$ cat config.mk
export PLATFORM = sky130hd
export DESIGN_NAME = rxpl_lane_out
export DESIGN_NICKNAME = d
export VERILOG_FILES = /design/src/pkg/rxpl_pkg.sv /design/src/rxpl_lane_out.sv
export VERILOG_INCLUDE_DIRS = /design/src /design/src/pkg
export SDC_FILE = /design/constraint.sdc
export NUM_CORES = 1
export LEC_CHECK = 0
export ABC_AREA = 1
export BUFFER_PORTS_ARGS = -buffer_cell sky130_fd_sc_hd__buf_4
export CORE_AREA = 4 4 153 155
export DETAILED_ROUTE_END_ITERATION = 12
export DIE_AREA = 0 0 157 159
export PLACE_DENSITY_LB_ADDON = 0.08
export SLEW_MARGIN = 15
export SYNTH_ARGS = -nofsm -noshare
export SYNTH_HDL_FRONTEND = slang
export SYNTH_SLANG_ARGS = --single-unit
$ cat constraint.sdc
create_clock -name pclk -period 6.6 [get_ports pclk]
set_clock_uncertainty 0.2 [all_clocks]
set_input_delay 1.32 -clock pclk [delete_from_list [all_inputs] [get_ports pclk]]
set_output_delay 1.32 -clock pclk [all_outputs]
set_load 0.01 [all_outputs]
$ cat src/pkg/rxpl_params.svh
// register offsets, field positions and reset values of the receive lane output block
// assumes an 8-bit apb byte address and 32-bit data
`ifndef RXPL_PARAMS_SVH
`define RXPL_PARAMS_SVH

// register byte offsets
`define RXPL_OFF_CTRL   8'h00
`define RXPL_OFF_STAT   8'h04
`define RXPL_OFF_MASK   8'h08
`define RXPL_OFF_LANE   8'h0c

// control field positions
`define RXPL_CTRL_CODE  0
`define RXPL_CTRL_SYNC  1

// status and mask field positions (four lanes each)
`define RXPL_STAT_ERR   0
`define RXPL_STAT_KCH   4

// reset values
`define RXPL_RST_CTRL   2'h0
`define RXPL_RST_STAT   8'h00
`define RXPL_RST_MASK   8'h00
`define RXPL_RST_RD     1'b0

`endif

$ cat src/pkg/rxpl_pkg.sv
// types shared by the receive lane output block
// assumes nothing beyond a systemverilog compiler
package rxpl_pkg;

  // one received half-word as presented on the parallel pins
  typedef struct packed {
    logic [7:0] data;
    logic       bit8;
    logic       bit9;
  } rxpl_sym_s;

  // decoder result with the running disparity that follows the symbol
  typedef struct packed {
    rxpl_sym_s sym;
    logic      rd;
  } rxpl_dec_s;

endpackage

$ cat src/rxpl_lane_out.sv
// receive parallel output of four lanes: samples recovered clocks and code groups,
// decodes or passes them through, and drives ddr-style lane pins plus an apb register set
// assumes code groups arrive from the link side, bit 0 first in line order (a..j)
`timescale 1ns/1ps
`include "rxpl_params.svh"

module rxpl_lane_out
  import rxpl_pkg::*;
(
  // apb slave
  input  wire logic             pclk,
  input  wire logic             presetn,
  input  wire logic             psel,
  input  wire logic             penable,
  input  wire logic             pwrite,
  input  wire logic [7:0]       paddr,
  input  wire logic [31:0]      pwdata,
  output logic      [31:0]      prdata,
  output logic                  pready,
  output logic                  pslverr,
  // link side: recovered clocks and 10-bit code groups, index 0 is lane a
  input  wire logic [3:0]       lane_rec_clk,
  input  wire logic [3:0][9:0]  lane_rx_code,
  // parallel pins, lane a
  output logic                  lane_a_rx_clock,
  output logic      [7:0]       lane_a_rx_byte,
  output logic                  lane_a_bit8_kflag,
  output logic                  lane_a_bit9_errflag,
  // parallel pins, lane b
  output logic                  lane_b_rx_clock,
  output logic      [7:0]       lane_b_rx_byte,
  output logic                  lane_b_bit8_kflag,
  output logic                  lane_b_bit9_errflag,
  // parallel pins, lane c
  output logic                  lane_c_rx_clock,
  output logic      [7:0]       lane_c_rx_byte,
  output logic                  lane_c_bit8_kflag,
  output logic                  lane_c_bit9_errflag,
  // parallel pins, lane d
  output logic                  lane_d_rx_clock,
  output logic      [7:0]       lane_d_rx_byte,
  output logic                  lane_d_bit8_kflag,
  output logic                  lane_d_bit9_errflag,
  // interrupt
  output logic                  irq
);

  // 8b/10b decode of one code group against the running disparity
  function automatic rxpl_dec_s decode(input logic [9:0] c, input logic rd);
    logic [5:0] s6;
    logic [3:0] s4, t4;
    logic [4:0] v5;
    logic [2:0] v3, n6, n4;
    logic       ok6, ok4, k28, kx, err, r;
    rxpl_dec_s  res;
    s6  = {c[0], c[1], c[2], c[3], c[4], c[5]};
    s4  = {c[6], c[7], c[8], c[9]};
    v5  = 5'h00;
    v3  = 3'h0;
    ok6 = 1'b1;
    ok4 = 1'b1;
    k28 = 1'b0;
    case (s6)
      6'b100111, 6'b011000: v5 = 5'h00;
      6'b011101, 6'b100010: v5 = 5'h01;
      6'b101101, 6'b010010: v5 = 5'h02;
      6'b110001:            v5 = 5'h03;
      6'b110101, 6'b001010: v5 = 5'h04;
      6'b101001:            v5 = 5'h05;
      6'b011001:            v5 = 5'h06;
      6'b111000, 6'b000111: v5 = 5'h07;
      6'b111001, 6'b000110: v5 = 5'h08;
      6'b100101:            v5 = 5'h09;
      6'b010101:            v5 = 5'h0a;
      6'b110100:            v5 = 5'h0b;
      6'b001101:            v5 = 5'h0c;
      6'b101100:            v5 = 5'h0d;
      6'b011100:            v5 = 5'h0e;
      6'b010111, 6'b101000: v5 = 5'h0f;
      6'b011011, 6'b100100: v5 = 5'h10;
      6'b100011:            v5 = 5'h11;
      6'b010011:            v5 = 5'h12;
      6'b110010:            v5 = 5'h13;
      6'b001011:            v5 = 5'h14;
      6'b101010:            v5 = 5'h15;
      6'b011010:            v5 = 5'h16;
      6'b111010, 6'b000101: v5 = 5'h17;
      6'b110011, 6'b001100: v5 = 5'h18;
      6'b100110:            v5 = 5'h19;
      6'b010110:            v5 = 5'h1a;
      6'b110110, 6'b001001: v5 = 5'h1b;
      6'b001110:            v5 = 5'h1c;
      6'b101110, 6'b010001: v5 = 5'h1d;
      6'b011110, 6'b100001: v5 = 5'h1e;
      6'b101011, 6'b010100: v5 = 5'h1f;
      6'b001111, 6'b110000: begin
        v5  = 5'h1c;
        k28 = 1'b1;
      end
      default:              ok6 = 1'b0;
    endcase
    // control characters of the 28 group use their own 3b/4b map
    t4 = (s6 == 6'b001111) ? ~s4 : s4;
    if (k28) begin
      case (t4)
        4'b1011: v3 = 3'h0;
        4'b0110: v3 = 3'h1;
        4'b1010: v3 = 3'h2;
        4'b1100: v3 = 3'h3;
        4'b1101: v3 = 3'h4;
        4'b0101: v3 = 3'h5;
        4'b1001: v3 = 3'h6;
        4'b0111: v3 = 3'h7;
        default: ok4 = 1'b0;
      endcase
    end else begin
      case (s4)
        4'b1011, 4'b0100:                   v3 = 3'h0;
        4'b1001:                            v3 = 3'h1;
        4'b0101:                            v3 = 3'h2;
        4'b1100, 4'b0011:                   v3 = 3'h3;
        4'b1101, 4'b0010:                   v3 = 3'h4;
        4'b1010:                            v3 = 3'h5;
        4'b0110:                            v3 = 3'h6;
        4'b1110, 4'b0001, 4'b0111, 4'b1000: v3 = 3'h7;
        default:                            ok4 = 1'b0;
      endcase
    end
    kx = ok6 && !k28 && (s4 == 4'b0111 || s4 == 4'b1000) &&
         (v5 == 5'h17 || v5 == 5'h1b || v5 == 5'h1d || v5 == 5'h1e);
    // running disparity check and update, six-bit block then four-bit block
    n6  = 3'($countones(s6));
    n4  = 3'($countones(s4));
    r   = rd;
    err = (n6 == 3'd4 && r) || (n6 == 3'd2 && !r) ||
          (s6 == 6'b111000 && r) || (s6 == 6'b000111 && !r);
    r   = (n6 > 3'd3) ? 1'b1 : ((n6 < 3'd3) ? 1'b0 : r);
    err = err || (n4 == 3'd3 && r) || (n4 == 3'd1 && !r) ||
          (s4 == 4'b1100 && r) || (s4 == 4'b0011 && !r);
    r   = (n4 > 3'd2) ? 1'b1 : ((n4 < 3'd2) ? 1'b0 : r);
    res.sym.data = {v3, v5};
    res.sym.bit8 = ok6 && ok4 && (k28 || kx);
    res.sym.bit9 = !ok6 || !ok4 || err || (n6 < 3'd2) || (n6 > 3'd4) ||
                   (n4 < 3'd1) || (n4 > 3'd3);
    res.rd       = r;
    return res;
  endfunction

  logic [3:0]       clk_s1_r, clk_s2_r, clk_s3_r;
  logic [3:0]       lvl_r, edge_det, cap, rd_r, clk_out_r;
  logic [3:0][9:0]  code_s1_r, code_s2_r, code_s3_r;
  rxpl_sym_s [3:0]  sym_r;
  rxpl_dec_s [3:0]  dec;
  logic             code_mode_r, sync_mode_r, pready_r, pslverr_r, irq_r;
  logic             acc, wr, rd_stat, mapped;
  logic [7:0]       stat_r, mask_r, stat_set;
  logic [31:0]      prdata_r, rdata_nxt;

  // three-stage sampling of recovered clocks and code groups from the link side
  always_ff @(posedge pclk or negedge presetn) begin
    if (!presetn) begin
      clk_s1_r  <= 4'h0;
      clk_s2_r  <= 4'h0;
      clk_s3_r  <= 4'h0;
      code_s1_r <= '0;
      code_s2_r <= '0;
      code_s3_r <= '0;
    end else begin
      clk_s1_r  <= lane_rec_clk;
      clk_s2_r  <= clk_s1_r;
      clk_s3_r  <= clk_s2_r;
      code_s1_r <= lane_rx_code;
      code_s2_r <= code_s1_r;
      code_s3_r <= code_s2_r;
    end
  end

  // a clock change counts once stages two and three agree; both edges count
  always_comb begin
    for (int i = 0; i < 4; i++) begin
      edge_det[i] = (clk_s2_r[i] == clk_s3_r[i]) && (clk_s3_r[i] != lvl_r[i]);
      cap[i]      = (i == 0 || !sync_mode_r) ? edge_det[i] : edge_det[0];
      dec[i]      = decode(code_s3_r[i], rd_r[i]);
    end
  end

  // filtered clock level per lane
  always_ff @(posedge pclk or negedge presetn) begin
    if (!presetn) begin
      lvl_r <= 4'h0;
    end else begin
      for (int i = 0; i < 4; i++) begin
        if (edge_det[i]) begin
          lvl_r[i] <= clk_s3_r[i];
        end
      end
    end
  end

  // capture one symbol per clock edge, raw or decoded per code mode
  always_ff @(posedge pclk or negedge presetn) begin
    if (!presetn) begin
      sym_r <= '0;
      rd_r  <= {4{`RXPL_RST_RD}};
    end else begin
      for (int i = 0; i < 4; i++) begin
        if (cap[i]) begin
          rd_r[i] <= dec[i].rd;
          if (code_mode_r) begin
            sym_r[i] <= dec[i].sym;
          end else begin
            sym_r[i].data <= code_s3_r[i][7:0];
            sym_r[i].bit8 <= code_s3_r[i][8];
            sym_r[i].bit9 <= code_s3_r[i][9];
          end
        end
      end
    end
  end

  // output clocks follow one cycle behind the data so both edges see it stable
  always_ff @(posedge pclk or negedge presetn) begin
    if (!presetn) begin
      clk_out_r <= 4'h0;
    end else begin
      clk_out_r[0] <= lvl_r[0];
      for (int i = 1; i < 4; i++) begin
        clk_out_r[i] <= sync_mode_r ? lvl_r[0] : lvl_r[i];
      end
    end
  end

  // apb decode: answer on the second access cycle
  assign acc     = psel && penable && pready_r;
  assign wr      = acc && pwrite;
  assign rd_stat = acc && !pwrite && (paddr == `RXPL_OFF_STAT);
  assign mapped  = (paddr == `RXPL_OFF_CTRL) || (paddr == `RXPL_OFF_STAT) ||
                   (paddr == `RXPL_OFF_MASK) || (paddr == `RXPL_OFF_LANE);

  always_comb begin
    rdata_nxt = 32'h0000_0000;
    case (paddr)
      `RXPL_OFF_CTRL: rdata_nxt = {30'h0, sync_mode_r, code_mode_r};
      `RXPL_OFF_STAT: rdata_nxt = {24'h0, stat_r};
      `RXPL_OFF_MASK: rdata_nxt = {24'h0, mask_r};
      `RXPL_OFF_LANE: rdata_nxt = {24'h0, lvl_r, rd_r};
      default:        rdata_nxt = 32'h0000_0000;
    endcase
  end

  // apb handshake and read data
  always_ff @(posedge pclk or negedge presetn) begin
    if (!presetn) begin
      pready_r  <= 1'b0;
      prdata_r  <= 32'h0000_0000;
      pslverr_r <= 1'b0;
    end else begin
      pready_r  <= psel && penable && !pready_r;
      pslverr_r <= psel && penable && !pready_r && !mapped;
      if (psel && penable && !pready_r && !pwrite) begin
        prdata_r <= rdata_nxt;
      end
    end
  end

  // control and mask registers
  always_ff @(posedge pclk or negedge presetn) begin
    if (!presetn) begin
      {sync_mode_r, code_mode_r} <= `RXPL_RST_CTRL;
      mask_r                     <= `RXPL_RST_MASK;
    end else if (wr) begin
      if (paddr == `RXPL_OFF_CTRL) begin
        code_mode_r <= pwdata[`RXPL_CTRL_CODE];
        sync_mode_r <= pwdata[`RXPL_CTRL_SYNC];
      end
      if (paddr == `RXPL_OFF_MASK) begin
        mask_r <= pwdata[7:0];
      end
    end
  end

  // sticky events, cleared by a status read; a new event wins over the clear
  always_comb begin
    for (int i = 0; i < 4; i++) begin
      stat_set[`RXPL_STAT_ERR + i] = cap[i] && code_mode_r && dec[i].sym.bit9;
      stat_set[`RXPL_STAT_KCH + i] = cap[i] && code_mode_r && dec[i].sym.bit8;
    end
  end

  always_ff @(posedge pclk or negedge presetn) begin
    if (!presetn) begin
      stat_r <= `RXPL_RST_STAT;
      irq_r  <= 1'b0;
    end else begin
      // a read clears only the bits it returned, so an event landing mid-read survives
      stat_r <= (rd_stat ? (stat_r & ~prdata_r[7:0]) : stat_r) | stat_set;
      irq_r  <= |(stat_r & mask_r);
    end
  end

  // pin mapping, lane a is the low byte of the host word
  assign lane_a_rx_clock     = clk_out_r[0];
  assign lane_a_rx_byte      = sym_r[0].data;
  assign lane_a_bit8_kflag   = sym_r[0].bit8;
  assign lane_a_bit9_errflag = sym_r[0].bit9;
  assign lane_b_rx_clock     = clk_out_r[1];
  assign lane_b_rx_byte      = sym_r[1].data;
  assign lane_b_bit8_kflag   = sym_r[1].bit8;
  assign lane_b_bit9_errflag = sym_r[1].bit9;
  assign lane_c_rx_clock     = clk_out_r[2];
  assign lane_c_rx_byte      = sym_r[2].data;
  assign lane_c_bit8_kflag   = sym_r[2].bit8;
  assign lane_c_bit9_errflag = sym_r[2].bit9;
  assign lane_d_rx_clock     = clk_out_r[3];
  assign lane_d_rx_byte      = sym_r[3].data;
  assign lane_d_bit8_kflag   = sym_r[3].bit8;
  assign lane_d_bit9_errflag = sym_r[3].bit9;
  assign prdata              = prdata_r;
  assign pready              = pready_r;
  assign pslverr             = pslverr_r;
  assign irq                 = irq_r;

endmodule

## Word-level counts from Yosys, hierarchy flattened

Cells that the tools add are included.

| operators by class | value |
|---|---|
| shifts and indexed selects | 0 |
| bitwise logic cells | 8 |
| equal/unequal tests | 323 |
| $mul | 0 |
| div/mod/pow operators | 0 |
| order comparisons | 32 |
| muxes and demuxes | 68 |
| reduce and logical (&&, ||, !) cells | 262 |
| add/subtract/negate cells | 32 |

Operators by type and width:

| operator | number |
|---|---|
| 5-bit case mux with 31 select lines | 4 |
| 6-bit == test (second input constant) | 96 |
| 6-bit by 5-bit == test with 1-bit output (second input constant) | 56 |
| 4-bit == test (second input constant) | 48 |
| 48-bit OR reduction | 4 |
| 6-bit by 4-bit == test with 1-bit output (second input constant) | 28 |
| 3-bit case mux with 7 select lines | 8 |
| 2-bit OR reduction | 64 |
| 4-bit by 3-bit == test with 1-bit output (second input constant) | 28 |
| 5-bit == test (second input constant) | 16 |
| 1-bit logical AND | 76 |
| 1-bit logical OR | 75 |
| 6-bit by 3-bit == test with 1-bit output (second input constant) | 12 |
| 14-bit OR reduction | 4 |
| 1-bit 2-to-1 mux | 42 |
| 1-bit by 1-bit adder with 2-bit output | 20 |
| 10-bit 2-to-1 mux | 4 |
| 8-bit OR reduction | 5 |
| 3-bit by 2-bit greater-than comparator with 1-bit output (second input constant) | 12 |
| 3-bit by 2-bit < comparator with 1-bit output (second input constant) | 12 |
| 4-bit by 2-bit == test with 1-bit output (second input constant) | 8 |
| 8-bit case mux with 4 select lines | 1 |
| 2-bit by 2-bit adder with 3-bit output | 8 |
| 3-bit by 2-bit == test with 1-bit output (second input constant) | 8 |
| 22 further kinds | 86 |

| storage, ports and cells | value |
|---|---|
| bits of input ports | 89 |
| register bits after elaboration | 237 |
| memories | 0 |
| latch bits | 0 |
| logic and storage cells | 769 |
| ROM bits | 0 |
| memory bits (writable) | 0 |

## Depth between registers and ports, before layout

| logic depth | value |
|---|---|
| depth after elaboration | 19 |
| depth in mapped cells | 20 |
| gate-level depth less buffers | 18 |

## Least setup slack after synthesis

OpenSTA, ideal clock, no wires.

| timing path | value |
|---|---|
| path type | register to register |
| start point | register code_s3_r[30] in the netlist's numbering |
| end point | register sym_r (netlist bit lane_d_bit9_errflag) |
| setup slack | 3,286 ps |
| stages on the path, launching flop included | 14 |
| clock period less this slack | 3,314 ps |
| path buffers | 0 |
| arrival | 2,992 ps |
| setup time | 122 ps |
| path through | dfrtp_1 fa_1 inv_1 fa_1 inv_1 ha_1 fa_1 nor2_1 nand2_1 a211oi_1 o211a_1 o311ai_0 o21ai_2 nand2_1 |

| on the way | value |
|---|---|
| word-level cells in the longest chain between the ends | 17 |

RTL lines:

| what | line | text |
|---|---|---|
| start: declaration | rxpl_lane_out.sv:151 | `logic [3:0][9:0] code_s1_r, code_s2_r, code_s3_r;` |
| start signal: assignment | rxpl_lane_out.sv:174 | `code_s3_r <= code_s2_r;` |
| branches (longest 13 deep; another with 3-bit by 2-bit adder with 3-bit output) | - |  |
| 1-bit logical OR * (2 in a row) | rxpl_lane_out.sv:143 | `res.sym.bit9 = !ok6 \|\| !ok4 \|\| err \|\| (n6 < 3'd2) \|\| (n6 > 3'd4) \|\|` |
| 1-bit logical OR * | rxpl_lane_out.sv:144 | `(n4 < 3'd1) \|\| (n4 > 3'd3);` |
| 10-bit 2-to-1 mux * | rxpl_lane_out.sv:209 | `if (code_mode_r) begin` |
| end signal: indexed assignment | rxpl_lane_out.sv:210 | `sym_r[i] <= dec[i].sym;` |
| end: declaration | rxpl_lane_out.sv:152 | `rxpl_sym_s [3:0] sym_r;` |

Mark *: on every way between the ends.
A chain may end at the register's enable or synchronous reset.

## Worst setup path after layout

| timing path | value |
|---|---|
| start point | register code_s3_r[30] in the netlist's numbering |
| end point | register stat_r[3] |

| on the way | value |
|---|---|
| word-level cells in the longest chain between the ends | 18 |

RTL lines:

| what | line | text |
|---|---|---|
| branches (longest 13 deep; another with 3-bit by 2-bit adder with 3-bit output) | - |  |
| 1-bit logical OR * (2 in a row) | rxpl_lane_out.sv:143 |  |
| 1-bit logical OR * | rxpl_lane_out.sv:144 |  |
| 1-bit logical AND * | rxpl_lane_out.sv:285 | `` stat_set[`RXPL_STAT_ERR + i] = cap[i] && code_mode_r && dec[i].sym.bit9; `` |
| 8-bit OR * | rxpl_lane_out.sv:296 | `stat_r <= (rd_stat ? (stat_r & ~prdata_r[7:0]) : stat_r) \| stat_set;` |
| end signal: assignment | rxpl_lane_out.sv:292 | `` stat_r <= `RXPL_RST_STAT; `` |
| end signal: assignment | rxpl_lane_out.sv:296 |  |
| end: declaration | rxpl_lane_out.sv:156 | `logic [7:0] stat_r, mask_r, stat_set;` |

Marks and branches as above.

==> impl_metrics.py <==
metrics = {
    "grt": {
        "antenna_found_initial": 0,
        "grt_use_total_pct": 28.47,
        "grt_max_degree": 80,
        "grt_pass1_wl_mm": 58.98,
        "grt_pass1_vias": 12180,
        "gr-total-overflow": 0,
    },
    "final_layout": {
        "seq_area_mm2": 0.005330,
        "num_antenna_cells": 0,
        "postLayoutCellArea_mm2": 0.01526,
        "drive_gt1_share_pct": 11.28,
        "fin_nets": 2110,
        "multi_input_area_mm2": 0.006947,
        "area_growth_syn_to_layout_pct": 13.11,
        "fillers": 1831,
    },
    "yosys": {
        "avgSynthCellArea_um2": 7.291,
        "synth_top_area_share_pct": 39.51,
        "synthesis.area_mm2": 0.01349,
        "synthCells": 1850,
        "synthFlopType": "dfrtp_1",
        "synth_most_common_cell": "nand2_1",
        "synth_seq_area_share_pct": 39.51,
        "synth.cells.most_frequent": "nand2_1 (453), nor2_1 (262), inv_1 (225), dfrtp_1 (213), nand3_1 (180)",
        "ys_types": 51,
        "ys_ff_latch": 213,
        "ys_warn_count": 0,
        "synth_edf_count": 0,
        "netlist_top_cells_area": "dfrtp_1 (40%), nand2_1 (13%), nor2_1 (7.3%), nand3_1 (6.7%), inv_1 (6.3%)",
        "yosys.area.top_type": "dfrtp_1",
        "synthArstFlopShare_pct": 100.0,
    },
    "timing": {
        "relSlewSlack_pct": 27.41,
        "fmax_mhz": 275.1,
        "rsz0062_at_grt": "false",
        "finalHoldViolations": 0,
        "finalCritPeriodShare_pct": 55.08,
        "finalSetupTns_ns": 0,
        "finalSetupViolCount": 0,
        "finalCriticalPeriod_ns": 3.635,
        "drv_slew": 0,
        "worstMarginPinSlew_ns": 1.080,
    },
    "clock_tree": {
        "clock_latency_ns": 0.50,
        "root_buffer": "clkbuf_16",
        "cts_inserted_buffers": 23,
        "numClockSinks": 213,
        "ctsHoldBuffers": 0,
        "cts.repair.resized": 0,
        "cts_tree": "yes",
        "h-tree-depth": 1,
        "clock_tree.buffer_depth": 3,
        "clk_pin_slew_ns": 0.06,
        "post-cts-setup-buffers": 0,
    },
    "setup_path": {
        "cp.required_ns": 6.84,
        "worstSetupEndpointType": "flip-flop",
        "crit_type": "reg -> reg",
        "crit_path_start_kind": "flip-flop",
        "arrival_ns": 3.88,
        "cp_max_fo": 5,
    },
    "pwr": {
        "vdd_ir_drop_max_uv": 213.7,
        "p_per_area_mw_per_mm2": 228.9,
        "p_leak_nw": 8.105,
    },
    "drt": {
        "drt_iter0_markers": 1253,
        "routed_via_density": 5.538,
        "wl_per_cell_um": 15.82,
        "first_pass_iters": 6,
        "drc": 0,
        "vias": 12450,
        "ant_nets": 0,
        "wl_mm": 35.56,
    },
    "placed_design": {
        "gp_congestion": 0.9380,
        "portBuffers": 119,
        "dpl.hpwl_mm": 26.58,
        "dpl_cell_area_mm2": 0.01448,
    },
    "run": {
        "maxCapViolations": 0,
    },
    "floorplanning": {
        "dieArea_mm2": 0.02496,
        "ios": 168,
        "rows": 54,
        "core_mm2": 0.02182,
        "die_w_um": 157,
        "dieHeight_um": 159,
        "start_util_pct": 61.81,
    },
    "worst_hold_path": {
        "min_path_type": "reg -> reg",
    },
    "run_status": {
        "status": "completed",
    },
}
cell families after synthesis:
kind of cell,after synthesis,synth area share (%)
other,1,0.02780
AND/OR/NAND/NOR,987,31.10
XOR/XNOR,26,2.078
adder cells (fa/ha/maj),71,7.420
flip-flops,213,39.51
AO/OA/AOI/OAI,237,9.981
multiplexers,3,0.2504
buffers and inverters,312,9.628
power breakdown:
part           leakage [nW]  internal (mW)  switching, mW  total [mW]
registers              2.48           1.41         0.0805        1.49
logic                  5.24          0.264          0.439       0.703
clock network         0.379          0.788          0.513        1.30
path summary, 6_finish.rpt:
path / startpoint / cells past startpoint / to / slack [ns]
worst max-delay path: code_s3_r[30]$_DFF_PN0_ / 13 / stat_r[3]$_DFF_PN0_ / 2.96
worst min-delay path: code_s2_r[2]$_DFF_PN0_ / 0 / code_s3_r[2]$_DFF_PN0_ / 0.14
worst max register to register: code_s3_r[30]$_DFF_PN0_ / 13 / stat_r[3]$_DFF_PN0_ / 2.96
worst min register to register: code_s2_r[2]$_DFF_PN0_ / 0 / code_s3_r[2]$_DFF_PN0_ / 0.14
max in group asynchronous: presetn / 2 / code_s2_r[11]$_DFF_PN0_ / 4.35
min in group asynchronous: presetn / 1 / code_s2_r[24]$_DFF_PN0_ / 0.52
area by class of cell:
cell class              count  area share [%]
clock buffers              32           4.387
well taps                 280           2.296
multi-input cells        1348           45.53
repair buffers            124           6.151
flip-flops and latches    213           34.94
clock inverters             8          0.7053
inverters                 243           5.995
metal layers:
layer	up-vias	global-route usage [%]	share of wire [%]
li1	6084	-	-
met1	5782	39.76	42
met2	512	47.13	48
met3	72	3.642	7.7
met4	0	7.613	2.5
met5	-	0	0
metrics by stage:
step	instances	hold slack [ns]	total power [mW]	setup WS, ns	utilization, %
2_1_floorplan	1873	0.1312	1.939	3.286	-
3_3_place_gp	2208	0.1312	2.180	2.907	66.35
3_5_place_dp	2208	0.1347	2.204	2.899	66.35
4_1_cts	2248	0.1462	3.520	2.970	69.91
5_1_grt	2248	0.1453	3.685	2.750	69.91
6_report	2248	0.1441	3.492	2.965	69.91
worst max-delay path, cell delays in order (launching register included):
cell and delay, ns:
dfrtp_1 0.46, fa_1 0.56, inv_1 0.05, fa_1 0.48, inv_1 0.04, ha_1 0.18
fa_1 0.49, nand3_1 0.13, nand2_1 0.10, inv_1 0.10, o21ai_0 0.07, o311ai_0 0.50
o21ai_2 0.13, nand2_1 0.08
cell usage in the layout (no fill, tap or decap), types with 8 or more instances in the layout:
| cell type | instances |
|---|---|
| buf_4 | 123 |
| o21ai_1 | 8 |
| nand4_1 | 28 |
| fa_1 | 16 |
| nor2_1 | 262 |
| o21ai_0 | 98 |
| nor2_2 | 19 |
| o22ai_1 | 8 |
| conb_1 | 24 |
| nor3_1 | 18 |
| ha_1 | 52 |
| nand2_1 | 453 |
| inv_2 | 11 |
| nand3_1 | 180 |
| a21oi_1 | 72 |
| dfrtp_1 | 213 |
| inv_1 | 225 |
| xor2_1 | 19 |
| clkbuf_16 | 23 |
sequential cells by signal, summed over array words and instances (netlist names), 4 cells and up:
register        cells
lane_c_rx_byte      8
clk_s1_r            4
lane_a_rx_byte      8
clk_s2_r            4
code_s3_r          40
clk_s3_r            4
code_s2_r          40
stat_r              8
lane_d_rx_byte      8
code_s1_r          40
rd_r                4
lvl_r               4
clk_out_r           4
lane_b_rx_byte      8
prdata              8
mask_r              8
(Power assumes the default switching activity.)
